==> config.mk <==
export PLATFORM = sky130hd
export DESIGN_NAME = pdc_top
export DESIGN_NICKNAME = d
export VERILOG_FILES = /design/src/pdc_pkg.sv /design/src/pdc_cfg_if.sv /design/src/pdc_cfg_sync.sv /design/src/pdc_sync_detect.sv /design/src/pdc_top.sv
export SDC_FILE = /design/constraint.sdc
export NUM_CORES = 1
export LEC_CHECK = 0
export ABC_AREA = 1
export BUFFER_PORTS_ARGS = -buffer_cell sky130_fd_sc_hd__clkbuf_2
export CORE_UTILIZATION = 35
export CTS_BUF_LIST = sky130_fd_sc_hd__clkbuf_4 sky130_fd_sc_hd__clkbuf_8 sky130_fd_sc_hd__clkbuf_16
export DETAILED_ROUTE_END_ITERATION = 8
export SETUP_SLACK_MARGIN = 0.5
export SLEW_MARGIN = 25
export SYNTH_ARGS = -nofsm -noshare
export SYNTH_HDL_FRONTEND = slang
export SYNTH_SLANG_ARGS = --single-unit
==> constraint.sdc <==
create_clock -name clk_sys -period 1.7 [get_ports clk_sys]
set_input_delay 0.17 -clock clk_sys [delete_from_list [all_inputs] [get_ports clk_sys]]
set_output_delay 0.17 -clock clk_sys [all_outputs]
set_load 0.1 [all_outputs]
==> src/pdc_pkg.sv <==
`default_nettype none
package pdc_pkg;
  // Clock rate and preset timing
  localparam int CLK_PERIOD_PS = 5000;
  localparam int ROW_SETTLE_UNIT_NS = 40;
  localparam int ROW_SETTLE_CYC = (ROW_SETTLE_UNIT_NS * 1000 + CLK_PERIOD_PS - 1) / CLK_PERIOD_PS;
  localparam int ROW_CLK_NS = 50;
  localparam int ROW_CLK_CYC = (ROW_CLK_NS * 1000 + CLK_PERIOD_PS - 1) / CLK_PERIOD_PS;
  localparam int ROW_BLANK_UNIT_NS = 200;
  localparam int ROW_BLANK_CYC = (ROW_BLANK_UNIT_NS * 1000 + CLK_PERIOD_PS - 1) / CLK_PERIOD_PS;
  localparam int STROBE_MIN_NS = 100;
  localparam int STROBE_MIN_CYC = (STROBE_MIN_NS * 1000 + CLK_PERIOD_PS - 1) / CLK_PERIOD_PS;
  localparam int STROBE_MAX_NS = 400;
  localparam int STROBE_MAX_CYC = (STROBE_MAX_NS * 1000 + CLK_PERIOD_PS - 1) / CLK_PERIOD_PS;
  localparam int SYNC_LOSS_US = 100;
  localparam int SYNC_LOSS_CYC_DEF = SYNC_LOSS_US * 1000 * 1000 / CLK_PERIOD_PS;
  localparam int CNT_W = 10;
  localparam int SYNC_CNT_W = 16;
  // Column clock phases inside a four-cycle word slot
  localparam logic [1:0] CK_LOAD_PH = 2'h0;
  localparam logic [1:0] CK_EDGE_SYM = 2'h2;
  localparam logic [1:0] CK_EDGE_HOLD = 2'h1;
  localparam logic [1:0] CK_RET_OFS = 2'h2;
  // Data path widths and inversion masks
  localparam int PIX_W = 24;
  localparam int NARROW_W = 18;
  localparam int BUS_W = 48;
  localparam logic [47:0] MASK_1PIX = 48'h0000_00ff_ffff;
  localparam logic [47:0] MASK_36 = 48'h000f_ffff_ffff;
  localparam logic [47:0] MASK_48 = 48'hffff_ffff_ffff;
  // Values forced while wide output is selected
  localparam logic WIDE_POL_TIMING = 1'h0;
  localparam logic WIDE_INVERT = 1'h1;
  localparam logic WIDE_PIX_PAIR = 1'h1;
  localparam logic WIDE_CLK_EDGE = 1'h0;
  localparam logic WIDE_DUAL = 1'h0;
  localparam logic WIDE_CLK_TIMING = 1'h0;
  localparam logic WIDE_STROBE_W = 1'h0;
  localparam logic WIDE_MIRROR = 1'h0;
  typedef enum logic [1:0] {
    LN_IDLE = 2'b00,
    LN_SETTLE = 2'b01,
    LN_STROBE = 2'b10,
    LN_POST = 2'b11
  } pdc_line_type;
  typedef struct packed {
    logic [2:0] row_settle_sel;
    logic [1:0] row_blank_width_sel;
    logic pol_timing;
    logic invert;
    logic pix_pair;
    logic wide;
    logic clk_edge;
    logic clk_blank;
    logic dual_edge;
    logic clk_timing;
    logic strobe_wide;
    logic strobe_pol;
    logic mirror;
    logic scale;
    logic chip_awake;
    logic out_awake;
  } pdc_raw_type;
  localparam pdc_raw_type RAW_RST = '0;
endpackage
`default_nettype wire

==> src/pdc_cfg_if.sv <==
`default_nettype none
interface pdc_cfg_if;
  logic [2:0] row_settle_sel;
  logic [1:0] row_blank_width_sel;
  logic pol_timing;
  logic invert;
  logic pix_pair;
  logic wide;
  logic clk_edge;
  logic clk_blank;
  logic dual_edge;
  logic clk_timing;
  logic strobe_wide;
  logic strobe_pol;
  logic mirror;
  logic scale;
  logic run;
  logic out_en;
  modport src (output row_settle_sel, row_blank_width_sel, pol_timing, invert, pix_pair, wide, clk_edge,
    clk_blank, dual_edge, clk_timing, strobe_wide, strobe_pol, mirror, scale, run, out_en);
  modport snk (input row_settle_sel, row_blank_width_sel, pol_timing, invert, pix_pair, wide, clk_edge,
    clk_blank, dual_edge, clk_timing, strobe_wide, strobe_pol, mirror, scale, run, out_en);
endinterface
`default_nettype wire

==> src/pdc_cfg_sync.sv <==
`default_nettype none
module pdc_cfg_sync import pdc_pkg::*; (
  input wire logic clk_sys,
  input wire logic arst_n,
  input wire pdc_raw_type raw,
  pdc_cfg_if.src cfg
);
  pdc_raw_type s1_ff;
  pdc_raw_type s2_ff;

  // Two-stage capture; a mid-frame change may still tear one frame
  always_ff @(posedge clk_sys or negedge arst_n) begin
    if (!arst_n) begin
      s1_ff <= RAW_RST;
      s2_ff <= RAW_RST;
    end else begin
      s1_ff <= raw;
      s2_ff <= s1_ff;
    end
  end

  // Wide mode overrides most programming straps; settle, blank width, clock blanking, strobe polarity and scale pass through
  assign cfg.row_settle_sel = s2_ff.row_settle_sel;
  assign cfg.row_blank_width_sel = s2_ff.row_blank_width_sel;
  assign cfg.wide = s2_ff.wide;
  assign cfg.pol_timing = s2_ff.wide ? WIDE_POL_TIMING : s2_ff.pol_timing;
  assign cfg.invert = s2_ff.wide ? WIDE_INVERT : s2_ff.invert;
  assign cfg.pix_pair = s2_ff.wide ? WIDE_PIX_PAIR : s2_ff.pix_pair;
  assign cfg.clk_edge = s2_ff.wide ? WIDE_CLK_EDGE : s2_ff.clk_edge;
  assign cfg.dual_edge = s2_ff.wide ? WIDE_DUAL : s2_ff.dual_edge;
  assign cfg.clk_timing = s2_ff.wide ? WIDE_CLK_TIMING : s2_ff.clk_timing;
  assign cfg.strobe_wide = s2_ff.wide ? WIDE_STROBE_W : s2_ff.strobe_wide;
  assign cfg.mirror = s2_ff.wide ? WIDE_MIRROR : s2_ff.mirror;
  assign cfg.clk_blank = s2_ff.clk_blank;
  assign cfg.strobe_pol = s2_ff.strobe_pol;
  assign cfg.scale = s2_ff.scale;
  assign cfg.run = s2_ff.chip_awake;
  assign cfg.out_en = s2_ff.out_awake;

  a_wide_forced: assert property (@(posedge clk_sys) disable iff (!arst_n)
    $rose(s2_ff.wide) |=> cfg.invert && cfg.pix_pair && !cfg.pol_timing && !cfg.mirror && !cfg.dual_edge)
    else $error("wide mode did not force strap values");
endmodule // pdc_cfg_sync
`default_nettype wire

==> src/pdc_sync_detect.sv <==
`default_nettype none
module pdc_sync_detect import pdc_pkg::*; #(
  parameter int unsigned LOSS_CYC = SYNC_LOSS_CYC_DEF
) (
  input wire logic clk_sys,
  input wire logic arst_n,
  input wire logic hs_edge,
  output logic sync_present
);
  logic [SYNC_CNT_W-1:0] idle_cnt_ff;
  logic present_ff;
  logic timeout;

  assign timeout = idle_cnt_ff == SYNC_CNT_W'(LOSS_CYC - 1);
  assign sync_present = present_ff;

  // Runs even in chip sleep so the link can still be watched
  always_ff @(posedge clk_sys or negedge arst_n) begin
    if (!arst_n) begin
      idle_cnt_ff <= '0;
      present_ff <= 1'b0;
    end else if (hs_edge) begin
      idle_cnt_ff <= '0;
      present_ff <= 1'b1;
    end else if (timeout) begin
      present_ff <= 1'b0;
    end else begin
      idle_cnt_ff <= idle_cnt_ff + SYNC_CNT_W'(1);
    end
  end

  a_sync_seen: assert property (@(posedge clk_sys) disable iff (!arst_n)
    hs_edge |=> sync_present)
    else $error("sync present not raised by hsync");
  a_sync_lost: assert property (@(posedge clk_sys) disable iff (!arst_n)
    (timeout && !hs_edge) |=> !sync_present && $stable(idle_cnt_ff))
    else $error("sync present not dropped after timeout");
endmodule // pdc_sync_detect
`default_nettype wire

==> src/pdc_top.sv <==
`default_nettype none
module pdc_top import pdc_pkg::*; #(
  parameter int unsigned SYNC_LOSS_CYC = SYNC_LOSS_CYC_DEF
) (
  input wire logic clk_sys,
  input wire logic arst_n,
  input wire logic [2:0] row_settle_sel,
  input wire logic [1:0] row_blank_width_sel,
  input wire logic polarity_toggle_timing,
  input wire logic data_invert_sel,
  input wire logic pixel_count_sel,
  input wire logic wide_output_sel,
  input wire logic column_clock_edge_sel,
  input wire logic column_clock_blank_en,
  input wire logic dual_edge_sel,
  input wire logic column_clock_timing_sel,
  input wire logic strobe_width_sel,
  input wire logic strobe_polarity_sel,
  input wire logic mirror_enable,
  input wire logic timing_scale,
  input wire logic chip_sleep_n,
  input wire logic output_sleep_n,
  input wire logic hsync_in,
  input wire logic vsync_in,
  input wire logic scan_direction_in,
  input wire logic pix_valid,
  input wire logic [PIX_W-1:0] pix_data,
  output logic sync_present,
  output logic [BUS_W-1:0] column_pixel_bus,
  output logic column_clock,
  output logic column_start_bit,
  output logic column_start_bit_oe,
  output logic alt_column_start_bit,
  output logic alt_column_start_bit_oe,
  output logic transfer_strobe,
  output logic row_clock,
  output logic row_start_bit,
  output logic row_blank,
  output logic lc_polarity_out,
  output logic lc_polarity_n_out,
  output logic scan_direction_select
);
  pdc_cfg_if cfg ();
  pdc_raw_type raw;

  // Line sequencer
  pdc_line_type line_st_ff;
  pdc_line_type nxt_line_st;
  logic [CNT_W-1:0] line_cnt_ff;
  logic [CNT_W-1:0] nxt_line_cnt;
  logic pol_ff;
  logic pol_flip;
  logic hs_prev_ff;
  logic vs_prev_ff;
  logic hs_rise;
  logic vs_rise;
  logic [CNT_W-1:0] settle_len;
  logic [CNT_W-1:0] blank_len;
  logic [CNT_W-1:0] strobe_len;
  logic cnt_last;
  // Row outputs
  logic [CNT_W-1:0] rclk_cnt_ff;
  logic [CNT_W-1:0] nxt_rclk_cnt;
  logic [CNT_W-1:0] rblank_cnt_ff;
  logic [CNT_W-1:0] nxt_rblank_cnt;
  logic rstart_pend_ff;
  logic rstart_ff;
  logic nxt_rstart;
  // Column path
  logic [1:0] ph_ff;
  logic pair_ph_ff;
  logic nxt_pair_ph;
  logic [PIX_W-1:0] pix_hold_ff;
  logic [BUS_W-1:0] word_ff;
  logic [BUS_W-1:0] new_word;
  logic [BUS_W-1:0] inv_mask;
  logic word_pend_ff;
  logic word_done;
  logic load;
  logic slot_ff;
  logic nxt_slot;
  logic first_pend_ff;
  logic cin_act_ff;
  logic nxt_cin_act;
  logic cck_ff;
  logic nxt_cck;
  logic [1:0] edge_ph;
  logic [1:0] ret_ph;
  logic pulse_ok;
  logic dir;
  logic awake;
  // Output flops
  logic [BUS_W-1:0] bus_ff;
  logic cck_out_ff;
  logic cin_ff;
  logic cin_oe_ff;
  logic alt_column_start_bit_ff;
  logic alt_column_start_bit_oe_ff;
  logic strobe_ff;
  logic rclk_out_ff;
  logic rstart_out_ff;
  logic rblank_out_ff;
  logic pol_out_ff;
  logic pol_n_out_ff;
  logic dir_out_ff;

  // Doubles a preset when the timing scale strap is set
  function automatic logic [CNT_W-1:0] f_scale(input logic [CNT_W-1:0] base, input logic dbl);
    f_scale = dbl ? {base[CNT_W-2:0], 1'b0} : base;
  endfunction

  // Keeps the top six bits of each colour for the 36-bit path
  function automatic logic [NARROW_W-1:0] f_pack18(input logic [PIX_W-1:0] p);
    f_pack18 = {p[23:18], p[15:10], p[7:2]};
  endfunction

  assign raw = {row_settle_sel, row_blank_width_sel, polarity_toggle_timing, data_invert_sel,
    pixel_count_sel, wide_output_sel, column_clock_edge_sel, column_clock_blank_en, dual_edge_sel,
    column_clock_timing_sel, strobe_width_sel, strobe_polarity_sel, mirror_enable, timing_scale,
    chip_sleep_n, output_sleep_n};

  pdc_cfg_sync u_cfg (
    .clk_sys(clk_sys),
    .arst_n(arst_n),
    .raw(raw),
    .cfg(cfg)
  );

  pdc_sync_detect #(
    .LOSS_CYC(SYNC_LOSS_CYC)
  ) u_sync (
    .clk_sys(clk_sys),
    .arst_n(arst_n),
    .hs_edge(hs_rise),
    .sync_present(sync_present)
  );

  // Edge detection and preset lengths
  assign hs_rise = hsync_in & ~hs_prev_ff;
  assign vs_rise = vsync_in & ~vs_prev_ff;
  assign settle_len = f_scale(CNT_W'((int'(cfg.row_settle_sel) + 1) * ROW_SETTLE_CYC), cfg.scale);
  assign blank_len = f_scale(CNT_W'((int'(cfg.row_blank_width_sel) + 1) * ROW_BLANK_CYC), cfg.scale);
  assign strobe_len = f_scale(cfg.strobe_wide ? CNT_W'(STROBE_MAX_CYC) : CNT_W'(STROBE_MIN_CYC), cfg.scale);
  assign cnt_last = line_cnt_ff == CNT_W'(1);
  assign awake = cfg.run & cfg.out_en;

  // Row clock, blank pulse and start bit
  assign nxt_rclk_cnt = hs_rise ? CNT_W'(ROW_CLK_CYC) : (rclk_cnt_ff != '0) ? rclk_cnt_ff - CNT_W'(1) : rclk_cnt_ff;
  assign nxt_rblank_cnt = hs_rise ? blank_len : (rblank_cnt_ff != '0) ? rblank_cnt_ff - CNT_W'(1) : rblank_cnt_ff;
  assign nxt_rstart = hs_rise ? (rstart_pend_ff | vs_rise) : (rstart_ff & (rclk_cnt_ff != CNT_W'(1)));

  // Line sequence: settle after the row clock, then the strobe
  always_comb begin
    nxt_line_st = line_st_ff;
    nxt_line_cnt = line_cnt_ff;
    pol_flip = 1'b0;
    if (hs_rise) begin
      nxt_line_st = LN_SETTLE;
      nxt_line_cnt = settle_len;
    end else begin
      case (line_st_ff)
        LN_SETTLE: begin
          nxt_line_cnt = line_cnt_ff - CNT_W'(1);
          if (cnt_last) begin
            nxt_line_st = LN_STROBE;
            nxt_line_cnt = strobe_len;
            pol_flip = ~cfg.pol_timing;
          end
        end
        LN_STROBE: begin
          nxt_line_cnt = line_cnt_ff - CNT_W'(1);
          if (cnt_last) begin
            nxt_line_st = LN_POST;
          end
        end
        LN_POST: begin
          nxt_line_st = LN_IDLE;
          pol_flip = cfg.pol_timing;
        end
        default: begin
          nxt_line_st = line_st_ff;
        end
      endcase
    end
  end

  // Word assembly; inversion covers only the bits the mode drives
  assign word_done = pix_valid & (~cfg.pix_pair | pair_ph_ff);
  assign nxt_pair_ph = hs_rise ? 1'b0 : word_done ? 1'b0 : (pix_valid & cfg.pix_pair) ? 1'b1 : pair_ph_ff;
  assign new_word = ~cfg.pix_pair ? {24'h00_0000, pix_data} :
    cfg.wide ? {pix_data, pix_hold_ff} : {12'h000, f_pack18(pix_data), f_pack18(pix_hold_ff)};
  assign inv_mask = ~cfg.invert ? 48'h0000_0000_0000 : ~cfg.pix_pair ? MASK_1PIX :
    cfg.wide ? MASK_48 : MASK_36;
  assign load = word_pend_ff & (ph_ff == CK_LOAD_PH);
  assign nxt_slot = (ph_ff == CK_LOAD_PH) ? load : slot_ff;
  assign nxt_cin_act = (ph_ff == CK_LOAD_PH) ? (load & first_pend_ff) : cin_act_ff;

  // Column clock shaping; the hold setting trades setup for hold
  assign edge_ph = cfg.clk_timing ? CK_EDGE_HOLD : CK_EDGE_SYM;
  assign ret_ph = edge_ph + CK_RET_OFS;
  assign pulse_ok = slot_ff | ~cfg.clk_blank;
  assign nxt_cck = cfg.dual_edge ? (((ph_ff == edge_ph) & pulse_ok) ? ~cck_ff : cck_ff) :
    ((ph_ff == edge_ph) & pulse_ok) ? cfg.clk_edge : (ph_ff == ret_ph) ? ~cfg.clk_edge : cck_ff;
  assign dir = cfg.mirror & scan_direction_in;

  // Sync input history; kept running for the sync monitor
  always_ff @(posedge clk_sys or negedge arst_n) begin
    if (!arst_n) begin
      hs_prev_ff <= 1'b0;
      vs_prev_ff <= 1'b0;
    end else begin
      hs_prev_ff <= hsync_in;
      vs_prev_ff <= vsync_in;
    end
  end

  // Line and row state, frozen while the chip sleeps
  always_ff @(posedge clk_sys or negedge arst_n) begin
    if (!arst_n) begin
      line_st_ff <= LN_IDLE;
      line_cnt_ff <= '0;
      pol_ff <= 1'b0;
      rclk_cnt_ff <= '0;
      rblank_cnt_ff <= '0;
      rstart_pend_ff <= 1'b0;
      rstart_ff <= 1'b0;
    end else if (cfg.run) begin
      line_st_ff <= nxt_line_st;
      line_cnt_ff <= nxt_line_cnt;
      pol_ff <= pol_ff ^ pol_flip;
      rclk_cnt_ff <= nxt_rclk_cnt;
      rblank_cnt_ff <= nxt_rblank_cnt;
      rstart_pend_ff <= vs_rise | (rstart_pend_ff & ~hs_rise);
      rstart_ff <= nxt_rstart;
    end
  end

  // Column state; a new word arriving at load time stays pending
  always_ff @(posedge clk_sys or negedge arst_n) begin
    if (!arst_n) begin
      ph_ff <= 2'h0;
      pair_ph_ff <= 1'b0;
      pix_hold_ff <= '0;
      word_ff <= '0;
      word_pend_ff <= 1'b0;
      slot_ff <= 1'b0;
      first_pend_ff <= 1'b0;
      cin_act_ff <= 1'b0;
      cck_ff <= 1'b0;
    end else if (cfg.run) begin
      ph_ff <= ph_ff + 2'h1;
      pair_ph_ff <= nxt_pair_ph;
      pix_hold_ff <= (pix_valid & ~word_done) ? pix_data : pix_hold_ff;
      word_ff <= word_done ? new_word : word_ff;
      word_pend_ff <= word_done | (word_pend_ff & ~load);
      slot_ff <= nxt_slot;
      first_pend_ff <= hs_rise | (first_pend_ff & ~load);
      cin_act_ff <= nxt_cin_act;
      cck_ff <= nxt_cck;
    end
  end

  // Pin flops; sleep drives every pin low and actively, except both start-bit output enables, which are held high
  always_ff @(posedge clk_sys or negedge arst_n) begin
    if (!arst_n) begin
      bus_ff <= '0;
      cck_out_ff <= 1'b0;
      cin_ff <= 1'b0;
      cin_oe_ff <= 1'b1;
      alt_column_start_bit_ff <= 1'b0;
      alt_column_start_bit_oe_ff <= 1'b1;
      strobe_ff <= 1'b0;
      rclk_out_ff <= 1'b0;
      rstart_out_ff <= 1'b0;
      rblank_out_ff <= 1'b0;
      pol_out_ff <= 1'b0;
      pol_n_out_ff <= 1'b0;
      dir_out_ff <= 1'b0;
    end else if (!awake) begin
      bus_ff <= '0;
      cck_out_ff <= 1'b0;
      cin_ff <= 1'b0;
      cin_oe_ff <= 1'b1;
      alt_column_start_bit_ff <= 1'b0;
      alt_column_start_bit_oe_ff <= 1'b1;
      strobe_ff <= 1'b0;
      rclk_out_ff <= 1'b0;
      rstart_out_ff <= 1'b0;
      rblank_out_ff <= 1'b0;
      pol_out_ff <= 1'b0;
      pol_n_out_ff <= 1'b0;
      dir_out_ff <= 1'b0;
    end else begin
      bus_ff <= load ? (word_ff ^ inv_mask) : bus_ff;
      cck_out_ff <= nxt_cck;
      cin_ff <= nxt_cin_act & ~dir;
      cin_oe_ff <= ~dir;
      alt_column_start_bit_ff <= nxt_cin_act & dir;
      alt_column_start_bit_oe_ff <= ~cfg.mirror | dir;
      strobe_ff <= (nxt_line_st == LN_STROBE) ^ cfg.strobe_pol;
      rclk_out_ff <= nxt_rclk_cnt != '0;
      rstart_out_ff <= nxt_rstart;
      rblank_out_ff <= nxt_rblank_cnt != '0;
      pol_out_ff <= pol_ff ^ pol_flip;
      pol_n_out_ff <= ~(pol_ff ^ pol_flip) & ~cfg.wide;
      dir_out_ff <= cfg.wide ? vsync_in : scan_direction_in;
    end
  end

  assign column_pixel_bus = bus_ff;
  assign column_clock = cck_out_ff;
  assign column_start_bit = cin_ff;
  assign column_start_bit_oe = cin_oe_ff;
  assign alt_column_start_bit = alt_column_start_bit_ff;
  assign alt_column_start_bit_oe = alt_column_start_bit_oe_ff;
  assign transfer_strobe = strobe_ff;
  assign row_clock = rclk_out_ff;
  assign row_start_bit = rstart_out_ff;
  assign row_blank = rblank_out_ff;
  assign lc_polarity_out = pol_out_ff;
  assign lc_polarity_n_out = pol_n_out_ff;
  assign scan_direction_select = dir_out_ff;

  a_settle_min: assert property (@(posedge clk_sys) disable iff (!arst_n)
    (hs_rise && cfg.run && cfg.row_settle_sel == 3'h0 && !cfg.scale) |=>
    (line_st_ff == LN_SETTLE)[*8] ##1 (line_st_ff == LN_STROBE))
    else $error("row settle interval wrong");
  a_blank_load: assert property (@(posedge clk_sys) disable iff (!arst_n)
    (hs_rise && cfg.run) |=> rblank_cnt_ff == $past(blank_len) && (row_blank || !$past(awake)))
    else $error("row blank width not loaded");
  a_pol_before: assert property (@(posedge clk_sys) disable iff (!arst_n)
    (cfg.run && !cfg.pol_timing && !hs_rise && line_st_ff == LN_SETTLE && cnt_last) |=>
    pol_ff != $past(pol_ff) && line_st_ff == LN_STROBE)
    else $error("polarity not toggled before strobe");
  a_pol_after: assert property (@(posedge clk_sys) disable iff (!arst_n)
    (cfg.run && cfg.pol_timing && !hs_rise && line_st_ff == LN_STROBE && cnt_last) |=>
    pol_ff == $past(pol_ff) ##1 (!$past(cfg.run) || $past(hs_rise) || pol_ff != $past(pol_ff, 2)))
    else $error("polarity not toggled after strobe");
  a_invert_one: assert property (@(posedge clk_sys) disable iff (!arst_n)
    (cfg.run && awake && load && cfg.invert && !cfg.pix_pair) |=>
    column_pixel_bus == {24'h00_0000, ~$past(word_ff[23:0])})
    else $error("column data not inverted");
  a_pair_wide: assert property (@(posedge clk_sys) disable iff (!arst_n)
    (cfg.run && pix_valid && cfg.pix_pair && pair_ph_ff && cfg.wide) |=>
    word_pend_ff && word_ff == {$past(pix_data), $past(pix_hold_ff)})
    else $error("two-pixel word wrongly formed");
  a_clock_blank: assert property (@(posedge clk_sys) disable iff (!arst_n)
    (cfg.run && awake && cfg.clk_blank && !cfg.dual_edge && !slot_ff && ph_ff != CK_LOAD_PH &&
    cck_ff != cfg.clk_edge) |=>
    column_clock == !$past(cfg.clk_edge))
    else $error("column clock pulsed without data");
  a_strobe_pol: assert property (@(posedge clk_sys) disable iff (!arst_n)
    (cfg.run && awake && line_st_ff == LN_STROBE && !cnt_last && !hs_rise) |=>
    transfer_strobe != $past(cfg.strobe_pol))
    else $error("strobe polarity wrong");
  a_mirror_oe: assert property (@(posedge clk_sys) disable iff (!arst_n)
    (awake && cfg.mirror) |=> column_start_bit_oe == !$past(scan_direction_in) &&
    alt_column_start_bit_oe == $past(scan_direction_in))
    else $error("mirror start pin enables wrong");
  a_sleep_low: assert property (@(posedge clk_sys) disable iff (!arst_n)
    !awake |=> column_pixel_bus == '0 && !column_clock && !transfer_strobe && !row_clock &&
    !row_blank && !lc_polarity_out && !column_start_bit && !alt_column_start_bit && !scan_direction_select)
    else $error("outputs not low in sleep");
endmodule // pdc_top
`default_nettype wire

==> reports/metrics.json, run 1 <==
{
  "clocking": {
    "clkSinkCount": 232,
    "cts_inserted_buffers": 26,
    "htree_levels": 1,
    "worst_setup_hold_path_clk_slew_ns": 0.06,
    "clock_tree.buffer_depth": 3,
    "skew_pair_late_insertion_delay_ns": 0.55,
    "tritoncts": "done",
    "clockRootBuffer": "sky130_fd_sc_hd__clkbuf_16"
  },
  "placement": {
    "buffer_ports.inserted": 109,
    "post_dp_cell_area_um2": 12400,
    "place_congestion": 0.887,
    "place_hpwl_mm": 19.5,
    "post-place-ws_ns": 0.0409
  },
  "timing": {
    "post_route_clock_period_utilization_pct": 102,
    "max_slew_margin_pct": 66.8,
    "final-setup-viol-count": 2,
    "timing.fmax_mhz": 579,
    "report.final.hold_viol_count": 0,
    "final_max_slew_violation_count": 0,
    "final_period_minus_worst_setup_slack_ns": 1.73,
    "setup_slack_ns": -0.0264,
    "rsz0062_at_grt": "true",
    "worstMarginPinSlew_ns": 0.495,
    "fin_worst_skew_ns": 0.0139
  },
  "setup_path": {
    "worstSetupEndpointType": "register",
    "critPathMostFrequentCell": "sky130_fd_sc_hd__nor2_1",
    "crit_path_largest_cell_delay_ns": 0.41,
    "critical_path.startpoint_type": "register",
    "cp-startpoint": "rblank_cnt_ff[0]",
    "worst-endpoint-required_ns": 2.13,
    "setup.worst_path.class": "register to register",
    "cp_max_fo": 4,
    "critical_path.reg2reg.startpoint": "rblank_cnt_ff[0]",
    "path_cells": "inv_2 > ha_4 > nand2_2 > nor2_4 > nand3_1 > nand3_2 > nand2_1 > nor2_1 > nand3_1 > nor2_1 > nor2_1",
    "cp_num_buf_inv": 1,
    "timing.critical_path.arrival_ns": 2.16,
    "crit_path_top_delay_cell": "sky130_fd_sc_hd__dfrtp_1",
    "cp_top_family": "simple AND/OR/NAND/NOR gates"
  },
  "global_routing": {
    "grt_remaining_overflow": 0,
    "grt_first_pass_wirelength_mm": 57.1,
    "grt_start_max_net_pins": 54,
    "grt_usage_pct": 22.9,
    "via_count_of_the_first_global_routing_pass": 10500,
    "number_of_antenna_violations_at_the_first_check_in_global_routing": 1
  },
  "yosys": {
    "ys_top_cells_by_area": "sky130_fd_sc_hd__dfrtp_1, sky130_fd_sc_hd__o21ai_0, sky130_fd_sc_hd__nand2_1",
    "net_count_after_synthesis": 1302,
    "synth_sequential_area_ratio_pct": 53.8,
    "synth_top_area_share_pct": 53.3,
    "synth_commonest_cells": "sky130_fd_sc_hd__dfrtp_1, sky130_fd_sc_hd__nand2_1, sky130_fd_sc_hd__nor2_1, sky130_fd_sc_hd__inv_1, sky130_fd_sc_hd__o21ai_0",
    "synthCells": 1242,
    "yosys.area.top_type": "sky130_fd_sc_hd__dfrtp_1",
    "yosys_warnings": 0,
    "synth_flop_cell": "sky130_fd_sc_hd__dfrtp_1",
    "post-synth-top-count-cell": "sky130_fd_sc_hd__dfrtp_1",
    "yosysUniqueCellTypes": 37,
    "flip_flop_and_latch_count_after_synthesis": 232,
    "synth_enable_flop_cells": 0,
    "synthesis.area_um2": 10800,
    "synth_area_per_cell_um2": 8.69,
    "asyncSetResetFlopFracSynth_pct": 100
  },
  "detailed_routing": {
    "drc_errors": 0,
    "post_drt_via_cell_ratio": 5.48,
    "avgRoutedWirePerCell_um": 19.9,
    "drt_pass1_iterations": 5,
    "detailroute.via_count": 10800,
    "antenna_violating_nets_post_route": 0,
    "drt_iter0_markers": 897,
    "finalWirelength_mm": 39.4
  },
  "die": {
    "ios": 110,
    "std_cell_rows": 63,
    "core_um2": 30000,
    "full_die_area_um2": 31600,
    "initial_core_utilization_pct": 36.0,
    "die_width_um": 178,
    "die_h_um": 178
  },
  "finish": {
    "sequential_cell_area_um2": 5820,
    "final_layout_size_suffix_gt1_share_pct": 46.6,
    "diodes": 0,
    "utilization_pct": 63.5,
    "stdcell_area_um2": 19000,
    "finish.net_count": 1627,
    "area_growth_pct": 76.3,
    "footprint_of_the_multi_input_gates_um2": 6310,
    "nFillCells": 2094
  },
  "pwr": {
    "cellPowerDensity_nw_per_um2": 1280,
    "p_leak_nw": 8.50,
    "irDropWorstVdd_uv": 731
  },
  "status": {
    "failing_checks": "setup timing",
    "outcome": "finished, violations left"
  },
  "min_path": {
    "min-delay-start": "pix_data[14]",
    "min_path_type": "input port to register"
  },
  "job": {
    "timing.max_cap.violations": 0
  }
}
## through the flow
step | instances | setup TNS, ns | hold slack [ns] | total power, mW
CTS | 1939 | 0 | 0.00208 | 22.1
floorplan | 1242 | 0 | -0.126 | 11.8
finish | 1977 | -0.0382 | 0.0514 | 24.4
detailed placement | 1719 | 0 | 0.129 | 13.3
global placement | 1719 | 0 | 0.123 | 13.1
global route | 1977 | -0.498 | 0.0590 | 25.4
## layout make-up
type,instances,share of cell area (%)
clock buffers,33,3.89
clock inverters,15,1.36
inverters,138,3.18
multi-input cells,811,33.2
flip-flops and latches,232,30.6
well taps,390,2.56
repair buffers,356,25.1
repair inverters,2,0.164
## path summary, 6_finish.rpt
path                                    endpoint  slack, ns  depth (start not counted)
max                                    row_blank      -0.03                         11
min                                  word_ff[14]       0.05                          3
max reg2reg                            row_blank      -0.03                         11
min reg2reg                      u_cfg.s2_ff[12]       0.35                          0
max in group asynchronous   column_pixel_bus[16]       0.83                          3
min in group asynchronous  u_sync.idle_cnt_ff[2]       0.15                          2
## what timing repair did
action | in CTS | in global routing
gates cloned | 30 | 3
hold buffers | 45 | 0
buffers inserted | 97 | 35
pin swaps | 112 | 76
endpoints found under the setup margin | 244 | 249
gates resized for setup | 449 | 324
hold endpoints to repair | 206 | 0
## sequential cells by signal (all words and copies together) (netlist names), 3 cells and up
register and flops:
column_pixel_bus 48, rclk_cnt_ff 10, word_ff 48, rblank_cnt_ff 10, u_cfg.s2_ff 8, u_cfg.s1_ff 19
line_cnt_ff 10, pix_hold_ff 24, u_sync.idle_cnt_ff 16, u_cfg.cfg.row_settle_sel 3
## metal layers
layer / share of wire, % / wire length, um / track usage, % / up-vias
met2: 48 / 18800 / 36.3 / 522
met1: 40 / 15800 / 30.7 / 5376
li1: - / - / - / 4797
met4: 4.2 / 1640 / 8.90 / 2
met3: 8.1 / 3180 / 4.54 / 139
met5: 0.033 / 13 / 0 / -
## report_power, final
part | total [mW] | switching, mW | leakage, nW | internal (mW)
Sequential | 7.72 | 1.12 | 2.91 | 6.60
Combinational | 10.1 | 5.63 | 5.10 | 4.51
Clock | 6.52 | 2.39 | 0.491 | 4.14
## kinds of logic after synthesis
logic type | Yosys count | synth area share, %
mux | 1 | 0.104
compound gates | 307 | 16.1
xor+xnor | 42 | 3.41
fa+ha+maj | 11 | 1.27
buf+inv | 201 | 7.39
flops | 232 | 53.8
simple gates | 448 | 17.9
## worst reg2reg max path: stages, from the launching register on
cell                      delay [ns]
sky130_fd_sc_hd__dfrtp_1        0.41
sky130_fd_sc_hd__inv_2          0.09
sky130_fd_sc_hd__ha_4           0.16
sky130_fd_sc_hd__nand2_2        0.10
sky130_fd_sc_hd__nor2_4         0.18
sky130_fd_sc_hd__nand3_1        0.13
sky130_fd_sc_hd__nand3_2        0.13
sky130_fd_sc_hd__nand2_1        0.06
sky130_fd_sc_hd__nor2_1         0.12
sky130_fd_sc_hd__nand3_1        0.09
sky130_fd_sc_hd__nor2_1         0.10
sky130_fd_sc_hd__nor2_1         0.05
## cells in the final DEF (no fill, tap or decap), types with 15 or more instances in the layout
| cell type | synthesis | layout |
|---|---|---|
| sky130_fd_sc_hd__dfrtp_1 | 230 | 220 |
| sky130_fd_sc_hd__inv_1 | 131 | 113 |
| sky130_fd_sc_hd__nand2_1 | 170 | 96 |
| sky130_fd_sc_hd__nor2_1 | 149 | 92 |
| sky130_fd_sc_hd__buf_4 | 0 | 90 |
| sky130_fd_sc_hd__clkbuf_16 | 0 | 71 |
| sky130_fd_sc_hd__nand3_1 | 95 | 58 |
| sky130_fd_sc_hd__o21ai_1 | 2 | 58 |
| sky130_fd_sc_hd__a21oi_1 | 88 | 48 |
| sky130_fd_sc_hd__clkbuf_2 | 0 | 47 |
| sky130_fd_sc_hd__nor2_4 | 5 | 45 |
| sky130_fd_sc_hd__dlygate4sd3_1 | 0 | 45 |
| sky130_fd_sc_hd__nand2_2 | 3 | 43 |
| sky130_fd_sc_hd__buf_12 | 0 | 43 |
| sky130_fd_sc_hd__buf_6 | 2 | 43 |
| sky130_fd_sc_hd__o21ai_2 | 0 | 38 |
| sky130_fd_sc_hd__nand3_2 | 2 | 31 |
| sky130_fd_sc_hd__nand2_4 | 1 | 31 |
| sky130_fd_sc_hd__o21ai_0 | 128 | 30 |
| sky130_fd_sc_hd__a21oi_2 | 0 | 26 |
| sky130_fd_sc_hd__buf_16 | 0 | 24 |
| sky130_fd_sc_hd__nor2_2 | 3 | 20 |
| sky130_fd_sc_hd__o31ai_1 | 42 | 17 |
| sky130_fd_sc_hd__buf_8 | 0 | 15 |
Note: power is estimated with default switching activity, not from simulation.
==> inputs of run 2 (changes only) <==
- MAX_ROUTING_LAYER: not set -> met4
- SYNTH_HIERARCHICAL: not set -> 1
==> reports/metrics.json, run 2 <==
{
  "global_routing": {
    "grt_usage_pct": 24.7,
    "number_of_antenna_violations_at_the_first_check_in_global_routing": 0,
    "grt_start_max_net_pins": 65,
    "grt_remaining_overflow": 0,
    "via_count_of_the_first_global_routing_pass": 10800,
    "grt_first_pass_wirelength_mm": 59.5
  },
  "clocking": {
    "tritoncts": "done",
    "cts_inserted_buffers": 27,
    "clockRootBuffer": "sky130_fd_sc_hd__clkbuf_16",
    "worst_setup_hold_path_clk_slew_ns": 0.07,
    "clock_tree.buffer_depth": 3,
    "htree_levels": 1,
    "skew_pair_late_insertion_delay_ns": 0.55,
    "clkSinkCount": 232
  },
  "setup_path": {
    "crit_path_largest_cell_delay_ns": 0.39,
    "cp_max_fo": 5,
    "setup.worst_path.class": "register to register",
    "critical_path.startpoint_type": "register",
    "cp_num_buf_inv": 2,
    "cp_top_family": "simple AND/OR/NAND/NOR gates",
    "path_cells": "nor2_1 > nand2_2 > nor2_4 > nand2_4 > clkinv_2 > nor2_2 > nor2_2 > nand2_1 > nor2_1 > nand3_1 > nand2_1 > inv_1",
    "worstSetupEndpointType": "register",
    "crit_path_top_delay_cell": "sky130_fd_sc_hd__dfrtp_1",
    "timing.critical_path.arrival_ns": 2.24,
    "worst-endpoint-required_ns": 2.14
  },
  "finish": {
    "stdcell_area_um2": 19900,
    "most_frequent_cells_in_the_layout": "sky130_fd_sc_hd__dfrtp_1, sky130_fd_sc_hd__nand2_1, sky130_fd_sc_hd__buf_4",
    "final_layout_size_suffix_gt1_share_pct": 50.3,
    "finish.net_count": 1686,
    "layout_commonest_cell": "sky130_fd_sc_hd__dfrtp_1",
    "area_growth_pct": 82.7,
    "nFillCells": 2062
  },
  "timing": {
    "rsz0062_at_grt": "true",
    "hold_slack_ns": -0.00134,
    "post_route_clock_period_utilization_pct": 106,
    "worstMarginPinSlew_ns": 0.590,
    "setup_slack_ns": -0.106,
    "final_max_slew_violation_count": 0,
    "final_period_minus_worst_setup_slack_ns": 1.81,
    "final-setup-viol-count": 4,
    "report.final.hold_viol_count": 1,
    "timing.fmax_mhz": 554,
    "max_slew_margin_pct": 60.7,
    "fin_worst_skew_ns": 0.0232
  },
  "yosys": {
    "synthCells": 1268,
    "asyncSetResetFlopFracSynth_pct": 100,
    "synthesis.area_um2": 10900,
    "synth_flop_cell": "sky130_fd_sc_hd__dfrtp_1",
    "net_count_after_synthesis": 1328,
    "flip_flop_and_latch_count_after_synthesis": 232,
    "synth_sequential_area_ratio_pct": 53.3,
    "ys_top_cells_by_area": "sky130_fd_sc_hd__dfrtp_1, sky130_fd_sc_hd__o21ai_0, sky130_fd_sc_hd__nand2_1",
    "yosys_warnings": 6,
    "synth_top_area_share_pct": 52.8,
    "synth_enable_flop_cells": 0,
    "synth_area_per_cell_um2": 8.59,
    "synth_commonest_cells": "sky130_fd_sc_hd__dfrtp_1, sky130_fd_sc_hd__nand2_1, sky130_fd_sc_hd__nor2_1, sky130_fd_sc_hd__o21ai_0, sky130_fd_sc_hd__inv_1",
    "yosysUniqueCellTypes": 41,
    "post-synth-top-count-cell": "sky130_fd_sc_hd__dfrtp_1",
    "yosys.area.top_type": "sky130_fd_sc_hd__dfrtp_1"
  },
  "placement": {
    "place_congestion": 0.894,
    "post_dp_cell_area_um2": 12700,
    "place_hpwl_mm": 19.6,
    "buffer_ports.inserted": 109
  },
  "status": {
    "outcome": "finished, violations left",
    "failing_checks": "hold timing, setup timing"
  },
  "die": {
    "die_width_um": 178,
    "std_cell_rows": 64,
    "full_die_area_um2": 31800,
    "die_h_um": 178,
    "core_um2": 30600,
    "ios": 110,
    "initial_core_utilization_pct": 35.6
  },
  "job": {
    "timing.max_cap.violations": 0
  },
  "detailed_routing": {
    "post_drt_via_cell_ratio": 5.55,
    "finalWirelength_mm": 43.7,
    "drt_pass1_iterations": 8,
    "drc_errors": 0,
    "antenna_violating_nets_post_route": 0,
    "avgRoutedWirePerCell_um": 21.4,
    "drt_iter0_markers": 989,
    "detailroute.via_count": 11300
  },
  "pwr": {
    "cellPowerDensity_nw_per_um2": 1230,
    "p_leak_nw": 8.81,
    "irDropWorstVdd_uv": 1000
  },
  "min_path": {
    "min_path_type": "input port to register"
  }
}
-- run 2: through the flow --
| stage | TNS, ns | std cells | total power, mW | worst slack [ns] | util (%) |
|---|---|---|---|---|---|
| after floorplan | 0 | 1268 | 12.0 | 0.207 | - |
| after detailed placement | 0 | 1760 | 13.5 | 0.0120 | 41.6 |
| after CTS | 0 | 2006 | 22.2 | 0.102 | 59.6 |
| after global routing | -0.522 | 2042 | 25.4 | -0.204 | 65.0 |
| final | -0.137 | 2044 | 24.4 | -0.106 | 65.0 |
| after global placement | 0 | 1760 | 13.4 | 0.0508 | 41.6 |
-- run 2: cells by family (layout without fill, tap and decap cells) --
logic type                 count (synthesis)  count (layout)  share of synthesized area (%)
adders and majority gates                 11              11                           1.26
DFF                                      232             232                           53.3
AOI/OAI and AO/OA                        275             275                           13.1
xor gates and xnor gates                  70              70                           5.70
other                                      0               2                              0
buffers and inverters                    192             567                           7.23
and+or+nand+nor                          488             491                           19.4
-- run 2: metal layers --
| layer | global-route usage, % | wire length (um) | share of wire, % |
|---|---|---|---|
| met5 | - | 0 | 0 |
| met4 | 9.89 | 2270 | 5.2 |
| met3 | 3.88 | 3220 | 7.4 |
| met2 | 39.4 | 21500 | 49 |
| met1 | 31.3 | 16700 | 38 |
-- run 2: path summary, 6_finish.rpt --
path,from,depth (start not counted),to,slack [ns]
max in group asynchronous,arst_n,3,column_start_bit_oe,0.81
worst min-delay path,pix_valid,3,pair_ph_ff,-0.001
min in group asynchronous,arst_n,2,column_pixel_bus[15],0.17
worst min register to register,u_cfg/s1_ff[4],0,u_cfg/cfg.strobe_pol,0.34
worst max-delay path,rclk_cnt_ff[7],12,row_clock,-0.11
worst max register to register,rclk_cnt_ff[7],12,row_clock,-0.11
-- run 2: final cells by class --
class	count	area, um^2	area share (%)
Timing Repair Buffer	384	5230	26.3
Clock buffer	35	748	3.76
Antenna cell	2	5.00	0.0252
Sequential cell	232	5820	29.3
Multi-Input combinational cell	847	6780	34.1
Tap cell	396	495	2.49
Inverter	129	549	2.76
Timing Repair inverter	5	88.8	0.446
Clock inverter	14	184	0.924
-- run 2: worst register-to-register path, cell delays in order (launching register included) --
cell and delay (ns):
sky130_fd_sc_hd__dfrtp_1 0.39, sky130_fd_sc_hd__nor2_1 0.17, sky130_fd_sc_hd__nand2_2 0.11, sky130_fd_sc_hd__nor2_4 0.20
sky130_fd_sc_hd__nand2_4 0.11, sky130_fd_sc_hd__clkinv_2 0.08, sky130_fd_sc_hd__nor2_2 0.05, sky130_fd_sc_hd__nor2_2 0.13
sky130_fd_sc_hd__nand2_1 0.08, sky130_fd_sc_hd__nor2_1 0.12, sky130_fd_sc_hd__nand3_1 0.13, sky130_fd_sc_hd__nand2_1 0.09
sky130_fd_sc_hd__inv_1 0.05
-- run 2: what timing repair did --
| item | CTS | global route |
|---|---|---|
| buffers inserted | 112 | 33 |
| pin swaps | 91 | 100 |
| endpoints found under the setup margin | 248 | 250 |
| cloned | 38 | 3 |
| hold endpoints to repair | 129 | 0 |
| gates resized for setup | 510 | 301 |
| hold buffers | 47 | 0 |
-- run 2: power breakdown --
group	switching, mW	internal (mW)	total [mW]
registers	1.35	6.58	7.93
logic	5.64	4.65	10.3
clock network	2.50	3.72	6.22
